### src/rtl/pmx_cfg.svh
// Register offsets, field positions and reset values of the output shaper
`ifndef PMX_CFG_SVH
`define PMX_CFG_SVH
`define PMX_OFS_CTRL 12'h000
`define PMX_OFS_THR_LOW 12'h004
`define PMX_OFS_THR_HIGH 12'h008
`define PMX_OFS_BLANK 12'h00C
`define PMX_OFS_EDGE 12'h010
`define PMX_OFS_CFG_BASE 12'h014
`define PMX_OFS_CFG_MID 12'h018
`define PMX_OFS_CFG_HIGH 12'h01C
`define PMX_OFS_VIN 12'h020
`define PMX_OFS_VOUT 12'h024
`define PMX_OFS_SR_CFG 12'h028
`define PMX_OFS_SR_FIX 12'h02C
`define PMX_OFS_STATUS 12'h030
`define PMX_OFS_IDE 12'h034
`define PMX_CTRL_AUTO 0
`define PMX_CTRL_TWO_LVL 1
`define PMX_CTRL_COMB 2
`define PMX_CTRL_CBC 3
`define PMX_CTRL_MATCH 4
`define PMX_CTRL_SR_RAMP 5
`define PMX_CTRL_IDE 6
`define PMX_CTRL_DCM 7
`define PMX_RST_CTRL 32'h0000_0000
`define PMX_RST_THR 32'h0000_0000
`define PMX_RST_CFG 32'h0000_0000
`define PMX_RST_EDGE 32'h0000_0000
`define PMX_SEL_W 4
`define PMX_EDGE_W 3
`define PMX_IDE_STEPS 6'h20
`endif

### src/rtl/pmx_pkg.sv
// Types shared by the output shaper and its bench
package pmx_pkg;
  typedef enum logic [1:0] {PMX_SET_BASE, PMX_SET_MID, PMX_SET_HIGH} pmx_set_e;
  typedef enum logic [1:0] {PMX_CONV_MULTI, PMX_CONV_RESON, PMX_CONV_FIXSR}
    pmx_conv_e;
endpackage

### src/rtl/pmx_shaper.sv
// Mode switching, aux wave, edge builder, output combiner and rectifier timing
`timescale 1ns/1ps
`include "pmx_cfg.svh"

// Function
// - Firmware enables auto mode switching with one or two levels: base, mid, high.
// - With auto switching on, filter duty picks the active configuration set.
// - Four thresholds, two rise/fall pairs, give hysteresis at each switch point.
// - Base to mid above low rising threshold; back only below low falling one.
// - Each engine has an aux wave rising at blank begin, falling at blank end.
// - Edge builder uses own and next engine A/B; engine 3's next is 0.
// - Each of four built edges picks one of eight source edges by 3 bits.
// - Codes 0-3 own A rise/fall, B rise/fall; 4-7 same for next engine.
// - Combiner selects come from the active configuration set.
// - A select: own A, built A, own aux, own B, next A/B, aux n+1..n+3.
// - B select: own B, built B, own aux, own A, next A/B, aux n+1..n+3.
// - With combiner off, outputs are the engine's own shaped A and B.
// - Engine indices in the combiner wrap modulo four.
// - Cycle-by-cycle limit ends the A pulse at once when the comparator trips.
// - Option limits B width to the truncated A width.
// - Base set is multi width, mid resonant, high caps rectifier on-time at sr_fix.
// - Rectifier drive off until output nominal, then ramps up slowly.
// - In discontinuous mode with diode emulation on, on-time is capped at the Vin, Vout and duty value; in the high set sr_fix wins once the ramp exceeds it.
module pmx_shaper #(
  parameter int NENG = 4,
  parameter int CW = 16
) (
  input wire logic clk_i,
  input wire logic srst_i,
  input wire logic ce_i,
  input wire logic psel_i,
  input wire logic penable_i,
  input wire logic pwrite_i,
  input wire logic [11:0] paddr_i,
  input wire logic [31:0] pwdata_i,
  output logic [31:0] prdata_o,
  output logic pready_o,
  output logic pslverr_o,
  input wire logic [15:0] duty_i,
  input wire logic [NENG-1:0] eng_a_i,
  input wire logic [NENG-1:0] eng_b_i,
  input wire logic [NENG-1:0] period_start_i,
  input wire logic [NENG*CW-1:0] eng_cnt_i,
  input wire logic [NENG-1:0] cbc_trip_i,
  input wire logic out_nominal_i,
  output logic [NENG-1:0] pwm_out_a_o,
  output logic [NENG-1:0] pwm_out_b_o,
  output pmx_pkg::pmx_set_e active_set_o,
  output pmx_pkg::pmx_conv_e conv_mode_o,
  output logic [15:0] sr_on_time_o
);
  import pmx_pkg::*;

  logic [31:0] ctrl;
  logic [31:0] thr_low;
  logic [31:0] thr_high;
  logic [31:0] blank;
  logic [31:0] edge_sel;
  logic [31:0] cfg_base;
  logic [31:0] cfg_mid;
  logic [31:0] cfg_high;
  logic [31:0] vin;
  logic [31:0] vout;
  logic [31:0] sr_cfg;
  logic [31:0] sr_fix;
  logic [15:0] ide_time;
  logic [15:0] sr_ramp;
  pmx_set_e set_q;
  pmx_set_e next_set;
  logic [31:0] cfg_act;
  logic [NENG-1:0] a_s;
  logic [NENG-1:0] b_s;
  logic [NENG-1:0] c_w;
  logic [NENG-1:0] ea;
  logic [NENG-1:0] eb;
  logic [NENG-1:0] a_q;
  logic [NENG-1:0] b_q;
  logic acc;
  logic wr_go;
  logic [31:0] rd_val;

  // APB handshake: one wait state, effect on the edge that sees pready
  assign acc = psel_i & penable_i;
  assign wr_go = acc & pready_o & pwrite_i;

  // Read mux; unmapped addresses read zero and flag an error
  always_comb begin
    rd_val = 32'h0000_0000;
    if (paddr_i == `PMX_OFS_CTRL) begin
      rd_val = ctrl;
    end else if (paddr_i == `PMX_OFS_THR_LOW) begin
      rd_val = thr_low;
    end else if (paddr_i == `PMX_OFS_THR_HIGH) begin
      rd_val = thr_high;
    end else if (paddr_i == `PMX_OFS_BLANK) begin
      rd_val = blank;
    end else if (paddr_i == `PMX_OFS_EDGE) begin
      rd_val = edge_sel;
    end else if (paddr_i == `PMX_OFS_CFG_BASE) begin
      rd_val = cfg_base;
    end else if (paddr_i == `PMX_OFS_CFG_MID) begin
      rd_val = cfg_mid;
    end else if (paddr_i == `PMX_OFS_CFG_HIGH) begin
      rd_val = cfg_high;
    end else if (paddr_i == `PMX_OFS_VIN) begin
      rd_val = vin;
    end else if (paddr_i == `PMX_OFS_VOUT) begin
      rd_val = vout;
    end else if (paddr_i == `PMX_OFS_SR_CFG) begin
      rd_val = sr_cfg;
    end else if (paddr_i == `PMX_OFS_SR_FIX) begin
      rd_val = sr_fix;
    end else if (paddr_i == `PMX_OFS_STATUS) begin
      rd_val = {12'h000, conv_mode_o, active_set_o, sr_on_time_o};
    end else if (paddr_i == `PMX_OFS_IDE) begin
      rd_val = {16'h0000, ide_time};
    end
  end

  // Bus answer registers
  always_ff @(posedge clk_i) begin
    if (srst_i) begin
      pready_o <= 1'b0;
      prdata_o <= 32'h0000_0000;
      pslverr_o <= 1'b0;
    end else if (ce_i) begin
      pready_o <= acc & ~pready_o;
      if (acc & ~pready_o) begin
        prdata_o <= pwrite_i ? 32'h0000_0000 : rd_val;
        pslverr_o <= (paddr_i > `PMX_OFS_IDE) | (paddr_i[1:0] != 2'b00);
      end
    end
  end

  // Writable registers; status and results are read only
  always_ff @(posedge clk_i) begin
    if (srst_i) begin
      ctrl <= `PMX_RST_CTRL;
      thr_low <= `PMX_RST_THR;
      thr_high <= `PMX_RST_THR;
      blank <= `PMX_RST_CFG;
      edge_sel <= `PMX_RST_EDGE;
      cfg_base <= `PMX_RST_CFG;
      cfg_mid <= `PMX_RST_CFG;
      cfg_high <= `PMX_RST_CFG;
      vin <= `PMX_RST_CFG;
      vout <= `PMX_RST_CFG;
      sr_cfg <= `PMX_RST_CFG;
      sr_fix <= `PMX_RST_CFG;
    end else if (ce_i & wr_go) begin
      if (paddr_i == `PMX_OFS_CTRL) begin
        ctrl <= pwdata_i;
      end else if (paddr_i == `PMX_OFS_THR_LOW) begin
        thr_low <= pwdata_i;
      end else if (paddr_i == `PMX_OFS_THR_HIGH) begin
        thr_high <= pwdata_i;
      end else if (paddr_i == `PMX_OFS_BLANK) begin
        blank <= pwdata_i;
      end else if (paddr_i == `PMX_OFS_EDGE) begin
        edge_sel <= pwdata_i;
      end else if (paddr_i == `PMX_OFS_CFG_BASE) begin
        cfg_base <= pwdata_i;
      end else if (paddr_i == `PMX_OFS_CFG_MID) begin
        cfg_mid <= pwdata_i;
      end else if (paddr_i == `PMX_OFS_CFG_HIGH) begin
        cfg_high <= pwdata_i;
      end else if (paddr_i == `PMX_OFS_VIN) begin
        vin <= pwdata_i;
      end else if (paddr_i == `PMX_OFS_VOUT) begin
        vout <= pwdata_i;
      end else if (paddr_i == `PMX_OFS_SR_CFG) begin
        sr_cfg <= pwdata_i;
      end else if (paddr_i == `PMX_OFS_SR_FIX) begin
        sr_fix <= pwdata_i;
      end
    end
  end

  // Hysteretic set selection; one step per period keeps changes gentle while auto is on, auto off returns straight to base
  always_comb begin
    next_set = set_q;
    if (!ctrl[`PMX_CTRL_AUTO]) begin
      next_set = PMX_SET_BASE;
    end else begin
      case (set_q)
        PMX_SET_BASE: begin
          if (duty_i > thr_low[15:0]) begin
            next_set = PMX_SET_MID;
          end
        end
        PMX_SET_MID: begin
          if (duty_i < thr_low[31:16]) begin
            next_set = PMX_SET_BASE;
          end else if (ctrl[`PMX_CTRL_TWO_LVL] &&
                       duty_i > thr_high[15:0]) begin
            next_set = PMX_SET_HIGH;
          end
        end
        PMX_SET_HIGH: begin
          if (duty_i < thr_high[31:16] || !ctrl[`PMX_CTRL_TWO_LVL]) begin
            next_set = PMX_SET_MID;
          end
        end
        default: next_set = PMX_SET_BASE;
      endcase
    end
  end

  // Active set only moves at engine 0 period start
  always_ff @(posedge clk_i) begin
    if (srst_i) begin
      set_q <= PMX_SET_BASE;
    end else if (ce_i && period_start_i[0]) begin
      set_q <= next_set;
    end
  end

  // Configuration word of the active set
  always_comb begin
    case (set_q)
      PMX_SET_MID: cfg_act = cfg_mid;
      PMX_SET_HIGH: cfg_act = cfg_high;
      default: cfg_act = cfg_base;
    endcase
  end

  // Edge history of shaped A and B for the edge builder
  always_ff @(posedge clk_i) begin
    if (srst_i) begin
      a_q <= '0;
      b_q <= '0;
    end else if (ce_i) begin
      a_q <= a_s;
      b_q <= b_s;
    end
  end

  // Per-engine shaping
  for (genvar g = 0; g < NENG; g++) begin : g_eng
    localparam int N1 = (g + 1) % NENG;
    localparam int N2 = (g + 2) % NENG;
    localparam int N3 = (g + 3) % NENG;
    logic cut;
    logic a_prev;
    logic [15:0] a_cnt;
    logic [15:0] a_wid;
    logic [15:0] b_cnt;
    logic [7:0] edges;
    logic [`PMX_SEL_W-1:0] sel_a;
    logic [`PMX_SEL_W-1:0] sel_b;
    logic ma;
    logic mb;
    logic [CW-1:0] cnt;

    assign cnt = eng_cnt_i[g*CW +: CW];

    // Limit trip ends A until the next period start
    always_ff @(posedge clk_i) begin
      if (srst_i) begin
        cut <= 1'b0;
      end else if (ce_i) begin
        if (period_start_i[g]) begin
          cut <= 1'b0;
        end else if (ctrl[`PMX_CTRL_CBC] & eng_a_i[g] & cbc_trip_i[g]) begin
          cut <= 1'b1;
        end
      end
    end

    // Width of truncated A, then B is held to it when matching
    always_ff @(posedge clk_i) begin
      if (srst_i) begin
        a_prev <= 1'b0;
        a_cnt <= 16'h0000;
        a_wid <= 16'hFFFF;
        b_cnt <= 16'h0000;
      end else if (ce_i) begin
        a_prev <= a_s[g];
        if (a_s[g]) begin
          a_cnt <= a_cnt + 16'h0001;
        end else if (a_prev) begin
          a_wid <= a_cnt;
          a_cnt <= 16'h0000;
        end
        b_cnt <= eng_b_i[g] ? b_cnt + 16'h0001 : 16'h0000;
      end
    end

    // Trip is gated in the same cycle so the pulse ends at once
    assign a_s[g] = eng_a_i[g] & ~cut & ~(ctrl[`PMX_CTRL_CBC] &
                    cbc_trip_i[g]);
    assign b_s[g] = eng_b_i[g] & (~ctrl[`PMX_CTRL_MATCH] |
                    (b_cnt < a_wid));

    // Aux wave between blank begin and blank end
    always_ff @(posedge clk_i) begin
      if (srst_i) begin
        c_w[g] <= 1'b0;
      end else if (ce_i) begin
        if (cnt == blank[15:0]) begin
          c_w[g] <= 1'b1;
        end else if (cnt == blank[31:16]) begin
          c_w[g] <= 1'b0;
        end
      end
    end

    // Eight candidate edges, own engine first then next
    assign edges = {b_q[N1] & ~b_s[N1], ~b_q[N1] & b_s[N1],
                    a_q[N1] & ~a_s[N1], ~a_q[N1] & a_s[N1],
                    b_q[g] & ~b_s[g], ~b_q[g] & b_s[g],
                    a_q[g] & ~a_s[g], ~a_q[g] & a_s[g]};

    // Built outputs set and clear on their chosen edges
    always_ff @(posedge clk_i) begin
      if (srst_i) begin
        ea[g] <= 1'b0;
        eb[g] <= 1'b0;
      end else if (ce_i) begin
        if (edges[edge_sel[2:0]]) begin
          ea[g] <= 1'b1;
        end else if (edges[edge_sel[5:3]]) begin
          ea[g] <= 1'b0;
        end
        if (edges[edge_sel[8:6]]) begin
          eb[g] <= 1'b1;
        end else if (edges[edge_sel[11:9]]) begin
          eb[g] <= 1'b0;
        end
      end
    end

    // Selects latched at this engine's own period start
    always_ff @(posedge clk_i) begin
      if (srst_i) begin
        sel_a <= '0;
        sel_b <= '0;
      end else if (ce_i && period_start_i[g]) begin
        sel_a <= cfg_act[g*8 +: 4];
        sel_b <= cfg_act[g*8+4 +: 4];
      end
    end

    // Source decode; codes above 8 fall back to pass-through
    always_comb begin
      case (sel_a)
        4'h1: ma = ea[g];
        4'h2: ma = c_w[g];
        4'h3: ma = b_s[g];
        4'h4: ma = a_s[N1];
        4'h5: ma = b_s[N1];
        4'h6: ma = c_w[N1];
        4'h7: ma = c_w[N2];
        4'h8: ma = c_w[N3];
        default: ma = a_s[g];
      endcase
      case (sel_b)
        4'h1: mb = eb[g];
        4'h2: mb = c_w[g];
        4'h3: mb = a_s[g];
        4'h4: mb = a_s[N1];
        4'h5: mb = b_s[N1];
        4'h6: mb = c_w[N1];
        4'h7: mb = c_w[N2];
        4'h8: mb = c_w[N3];
        default: mb = b_s[g];
      endcase
    end

    // Outputs registered; fine edge placement is not used here
    always_ff @(posedge clk_i) begin
      if (srst_i) begin
        pwm_out_a_o[g] <= 1'b0;
        pwm_out_b_o[g] <= 1'b0;
      end else if (ce_i) begin
        pwm_out_a_o[g] <= ctrl[`PMX_CTRL_COMB] ? ma : a_s[g];
        pwm_out_b_o[g] <= ctrl[`PMX_CTRL_COMB] ? mb : b_s[g];
      end
    end
  end

  // Diode emulation: on-time = duty*(vin-vout)/vout, serial divide
  logic [31:0] ide_rem;
  logic [31:0] ide_quo;
  logic [5:0] ide_steps;
  logic [32:0] ide_tr;
  logic [15:0] vdiff;
  assign vdiff = (vin[15:0] > vout[15:0]) ? vin[15:0] - vout[15:0] : 16'h0000;
  assign ide_tr = {ide_rem, ide_quo[31]};

  // A divide takes 32 cycles; the next starts at the first engine 0 period
  // after it ends, so periods shorter than the divide still get a result
  always_ff @(posedge clk_i) begin
    if (srst_i) begin
      ide_rem <= 32'h0000_0000;
      ide_quo <= 32'h0000_0000;
      ide_steps <= 6'h00;
      ide_time <= 16'h0000;
    end else if (ce_i) begin
      if (ide_steps != 6'h00) begin
        ide_steps <= ide_steps - 6'h01;
        if (ide_tr >= {17'h00000, vout[15:0]}) begin
          ide_rem <= 32'(ide_tr - {17'h00000, vout[15:0]});
          ide_quo <= {ide_quo[30:0], 1'b1};
        end else begin
          ide_rem <= ide_tr[31:0];
          ide_quo <= {ide_quo[30:0], 1'b0};
        end
        // Bit 31 still holds dividend, so saturation looks at 30:15
        if (ide_steps == 6'h01) begin
          ide_time <= (ide_quo[30:15] != 16'h0000) ? 16'hFFFF :
                      {ide_quo[14:0], ide_tr >= {17'h00000, vout[15:0]}};
        end
      end else if (period_start_i[0] && ctrl[`PMX_CTRL_IDE]) begin
        ide_rem <= 32'h0000_0000;
        ide_quo <= 32'(duty_i) * 32'(vdiff);
        ide_steps <= `PMX_IDE_STEPS;
      end
    end
  end

  // Rectifier soft-on: zero until nominal, then steps once every sr_cfg[31:24]+1 periods
  logic [7:0] ramp_div;
  always_ff @(posedge clk_i) begin
    if (srst_i) begin
      sr_ramp <= 16'h0000;
      ramp_div <= 8'h00;
    end else if (ce_i) begin
      if (!ctrl[`PMX_CTRL_SR_RAMP] || !out_nominal_i) begin
        sr_ramp <= 16'h0000;
        ramp_div <= 8'h00;
      end else if (period_start_i[0]) begin
        if (ramp_div >= sr_cfg[31:24]) begin
          ramp_div <= 8'h00;
          if ({1'b0, sr_ramp} + {9'h000, sr_cfg[23:16]} >=
              {1'b0, sr_cfg[15:0]}) begin
            sr_ramp <= sr_cfg[15:0];
          end else begin
            sr_ramp <= sr_ramp + {8'h00, sr_cfg[23:16]};
          end
        end else begin
          ramp_div <= ramp_div + 8'h01;
        end
      end
    end
  end

  // Final on-time and conversion mode follow the active set
  always_ff @(posedge clk_i) begin
    if (srst_i) begin
      sr_on_time_o <= 16'h0000;
      conv_mode_o <= PMX_CONV_MULTI;
      active_set_o <= PMX_SET_BASE;
    end else if (ce_i) begin
      active_set_o <= set_q;
      case (set_q)
        PMX_SET_MID: conv_mode_o <= PMX_CONV_RESON;
        PMX_SET_HIGH: conv_mode_o <= PMX_CONV_FIXSR;
        default: conv_mode_o <= PMX_CONV_MULTI;
      endcase
      if (set_q == PMX_SET_HIGH && sr_ramp > sr_fix[15:0]) begin
        sr_on_time_o <= sr_fix[15:0];
      end else if (ctrl[`PMX_CTRL_IDE] && ctrl[`PMX_CTRL_DCM] &&
                   ide_time < sr_ramp) begin
        sr_on_time_o <= ide_time;
      end else begin
        sr_on_time_o <= sr_ramp;
      end
    end
  end
endmodule

### config.mk
export PLATFORM = sky130hd
export DESIGN_NAME = pmx_shaper
export DESIGN_NICKNAME = d
export VERILOG_FILES = /design/src/rtl/pmx_pkg.sv /design/src/rtl/pmx_shaper.sv
export VERILOG_INCLUDE_DIRS = /design/src /design/src/rtl
export SDC_FILE = /design/constraint.sdc
export NUM_CORES = 2
export LEC_CHECK = 0
export ABC_AREA = 1
export BUFFER_PORTS_ARGS = -buffer_cell sky130_fd_sc_hd__buf_4
export CAP_MARGIN = 0
export CORE_UTILIZATION = 55
export DETAILED_ROUTE_END_ITERATION = 8
export HOLD_SLACK_MARGIN = 0.1
export PLACE_DENSITY = 0.74
export SYNTH_ARGS = -nofsm -noshare
export SYNTH_HDL_FRONTEND = slang
export SYNTH_SLANG_ARGS = --single-unit
### constraint.sdc
create_clock -name clk_i -period 12.8 [get_ports clk_i]
set_input_delay 1.28 -clock clk_i [delete_from_list [all_inputs] [get_ports clk_i]]
set_output_delay 1.28 -clock clk_i [all_outputs]
set_load 0.05 [all_outputs]
==> out/results.ini <==
[placed_design]
dpl.hpwl_um=141000
io_buffer_count=208
gp_congestion=0.992
pre_cts_slack_ns=4.38

[setup_path]
slowest_stage=nor2_1
critPathLaunchType=register
cp_max_fo=19
crit_path_end_kind=register
crit_family=adder cells
arrival_ns=9.11
crit_type=register to register
required_ns=13.42
cpPeakStageDelay_ns=0.70
crit_top_cell=fa_1
cp_num_buf_inv=6

[drt]
drt_iter0_drc=6209
final_antenna_net_count=0
top_layer=met5
drt-met1-wl_um=76900
wl_met3_um=20000
wl_met2_um=83400
finalWirelength_um=194000
wl_per_cell_um=22.1
via_count=52600
firstDrtPassIters=8
drc=0
via_per_inst=6.02

[sta]
hold_ws_ns=0.444
period_needed_ns=8.49
grt_setup_unrepaired=no
slew_headroom_pct=7.27
fin_skew_ns=0.0343
setup_violations=0
hold_violations=0
finalCritPeriodShare_pct=66.3
slew_violations=0
fmax_ghz=0.118
totalNegativeSetupSlack_ns=0
finalWorstSetupSlack_ns=4.31
worst_pin_slew_ns=1.39

[synth]
synth_edf_count=0
synth_xor_area_share_pct=2.13
synth-warning-count=0
async_flop_share_pct=0
yosys-mux-area-fraction_pct=0
ys_ff_latch=806
synth_flop_cell=dfxtp_1
syn_nets=8082
synthAdderAreaFrac_pct=15.4
ys_types=72
seq_area_frac_synth_pct=30.4
synth_compound_area_share_pct=21.7
postSynthAreaPerCell_um2=7.18
synth_top_family_by_area=compound AO/OA/AOI/OAI gates
syn-instance-count=7400
synthesis.area_um2=53100
yosys.area_share.simple_pct=19.9

[global_route]
antenna_found_initial=2
grt_pass1_wl_um=292000
grt_max_degree=158
track_usage_pct=38.6
first_global_vias=49000
overflow=0

[final_layout]
nets=8082
drive_above_1_share_pct=6.92
area_growth_pct=9.67
fillers=8850

[cts]
clock_path_buffers=3
clk_latency_ns=0.70
cts_tree=yes
clk_pin_slew_worst_paths_ns=0.06
cts_max_level=3
root_buffer=clkbuf_16
hold_buffers=0
cts_resized=0
cts-buffers-inserted=89
clkSinkCount=806
post_cts_buffers=0

[floorplanning]
io_pins=209
die-area_um2=97900
num_rows=113
dieWidth_um=313
core_area_um2=95300
initial_core_util_pct=55.8
die_h_um=313

[flow_run]
maxCapViolCount=0

[run_status]
status=completed

[power]
ir_worst_vdd_uv=145
powerDensity_nw_per_um2=119
power_leakage_nw=25.5

[hold_path]
worstHoldPathType=register to register

-- worst reg2reg max path, delay by kind of cell, from the launching register on --
kind,cells,cell delay [ns]
buf+inv,6,0.61
compound gates,6,0.85
simple gates,14,2.66
xor+xnor,1,0.15
flops,1,0.31
fa+ha+maj,9,3.85
-- per-layer routing --
| metal | vias to the layer above | GRT usage, % |
|---|---|---|
| met5 | - | 0 |
| met4 | 2 | 23.5 |
| met3 | 628 | 7.57 |
| met2 | 2775 | 58.8 |
| met1 | 24400 | 50.7 |
| li1 | 24800 | - |
-- cells in the mapped netlist (all sizes together) (62+ instances only) --
library cell / number / area (um^2)
buf: 105 / 528
nor2: 584 / 2340
nor3: 104 / 536
fa: 197 / 3940
o211ai: 104 / 786
a221oi: 62 / 543
clkbuf: 239 / 897
a21oi: 867 / 4340
nand2: 1283 / 4870
dfxtp: 806 / 16100
o21ai: 618 / 3100
nand4: 85 / 538
xnor2: 69 / 604
a211oi: 129 / 968
inv: 1086 / 4090
nand3: 351 / 1850
ha: 338 / 4230
-- state kept, by name, summed over array words and instances, names as in the netlist, 32 cells and up --
name	cells
blank	32
cfg_base	32
cfg_high	32
cfg_mid	32
ctrl	32
edge_sel	32
g_eng.a_cnt	64
g_eng.a_wid	64
g_eng.b_cnt	64
ide_quo	32
ide_rem	32
prdata_o	32
sr_cfg	32
sr_fix	32
thr_high	32
thr_low	32
vin	32
vout	32
-- metrics by stage --
| step | utilization [%] | power (mW) | std cells | instance area [um^2] |
|---|---|---|---|---|
| floorplan | - | 3.78 | 7400 | 53100 |
| detailed placement | 58.0 | 4.24 | 8574 | 55300 |
| global route | 61.1 | 7.20 | 8736 | 58300 |
| global placement | 58.0 | 4.23 | 8574 | 55300 |
| finish | 61.2 | 6.93 | 8739 | 58300 |
| CTS | 61.1 | 6.90 | 8736 | 58300 |
-- cell type report --
class / instances / area [um^2] / area share [%]
tap: 1265 / 1580 / 2.72
multi-input combinational: 5149 / 31500 / 54.0
timing repair buffer: 253 / 1920 / 3.29
sequential: 806 / 16100 / 27.7
clock inverter: 39 / 449 / 0.771
inverter: 1101 / 4150 / 7.13
clock buffer: 123 / 2570 / 4.41
antenna: 3 / 7.51 / 0.0129
-- where the power goes --
part	switching (mW)	leakage [nW]	internal, mW
Sequential	0.0955	6.52	2.62
Combinational	1.07	17.5	0.456
Clock	1.14	1.48	1.55
Total	2.31	25.5	4.62
-- cells in the final DEF (no fill, tap or decap), types with 42 or more instances in the layout --
| cell type | netlist | final |
|---|---|---|
| ha_1 | 338 | 337 |
| clkbuf_16 | 0 | 92 |
| a211oi_1 | 129 | 129 |
| o21ai_0 | 549 | 549 |
| buf_4 | 3 | 251 |
| nand4_1 | 84 | 84 |
| xor2_1 | 60 | 60 |
| nor3_1 | 101 | 101 |
| nand3_1 | 340 | 340 |
| inv_1 | 1056 | 1054 |
| a221oi_1 | 62 | 62 |
| a21oi_1 | 866 | 866 |
| o211ai_1 | 103 | 103 |
| xnor2_1 | 69 | 69 |
| o22ai_1 | 42 | 42 |
| fa_1 | 197 | 197 |
| dfxtp_1 | 806 | 806 |
| nand2_1 | 1275 | 1275 |
| nor2_1 | 555 | 549 |
| o21ai_1 | 67 | 67 |
| o221ai_1 | 42 | 42 |
-- logic make-up (layout without fill, tap and decap cells) --
logic type,after synthesis,count (layout)
other,0,3
DFF,806,806
AOI/OAI and AO/OA,2012,2012
and+or+nand+nor,2473,2473
xor gates and xnor gates,129,129
adders and majority gates,535,535
buffers and inverters,1445,1516
-- final timing paths --
kind	to	slack [ns]	start	cells past startpoint
max	ide_quo[27]$_SDFFE_PP0P_	4.31	vin[0]$_SDFFE_PP0P_	36
min reg2reg	sr_fix[19]$_SDFFE_PP0P_	0.44	sr_fix[19]$_SDFFE_PP0P_	2
min	sr_fix[19]$_SDFFE_PP0P_	0.44	sr_fix[19]$_SDFFE_PP0P_	2
max reg2reg	ide_quo[27]$_SDFFE_PP0P_	4.31	vin[0]$_SDFFE_PP0P_	36
Power figures use the tool's default switching activity.
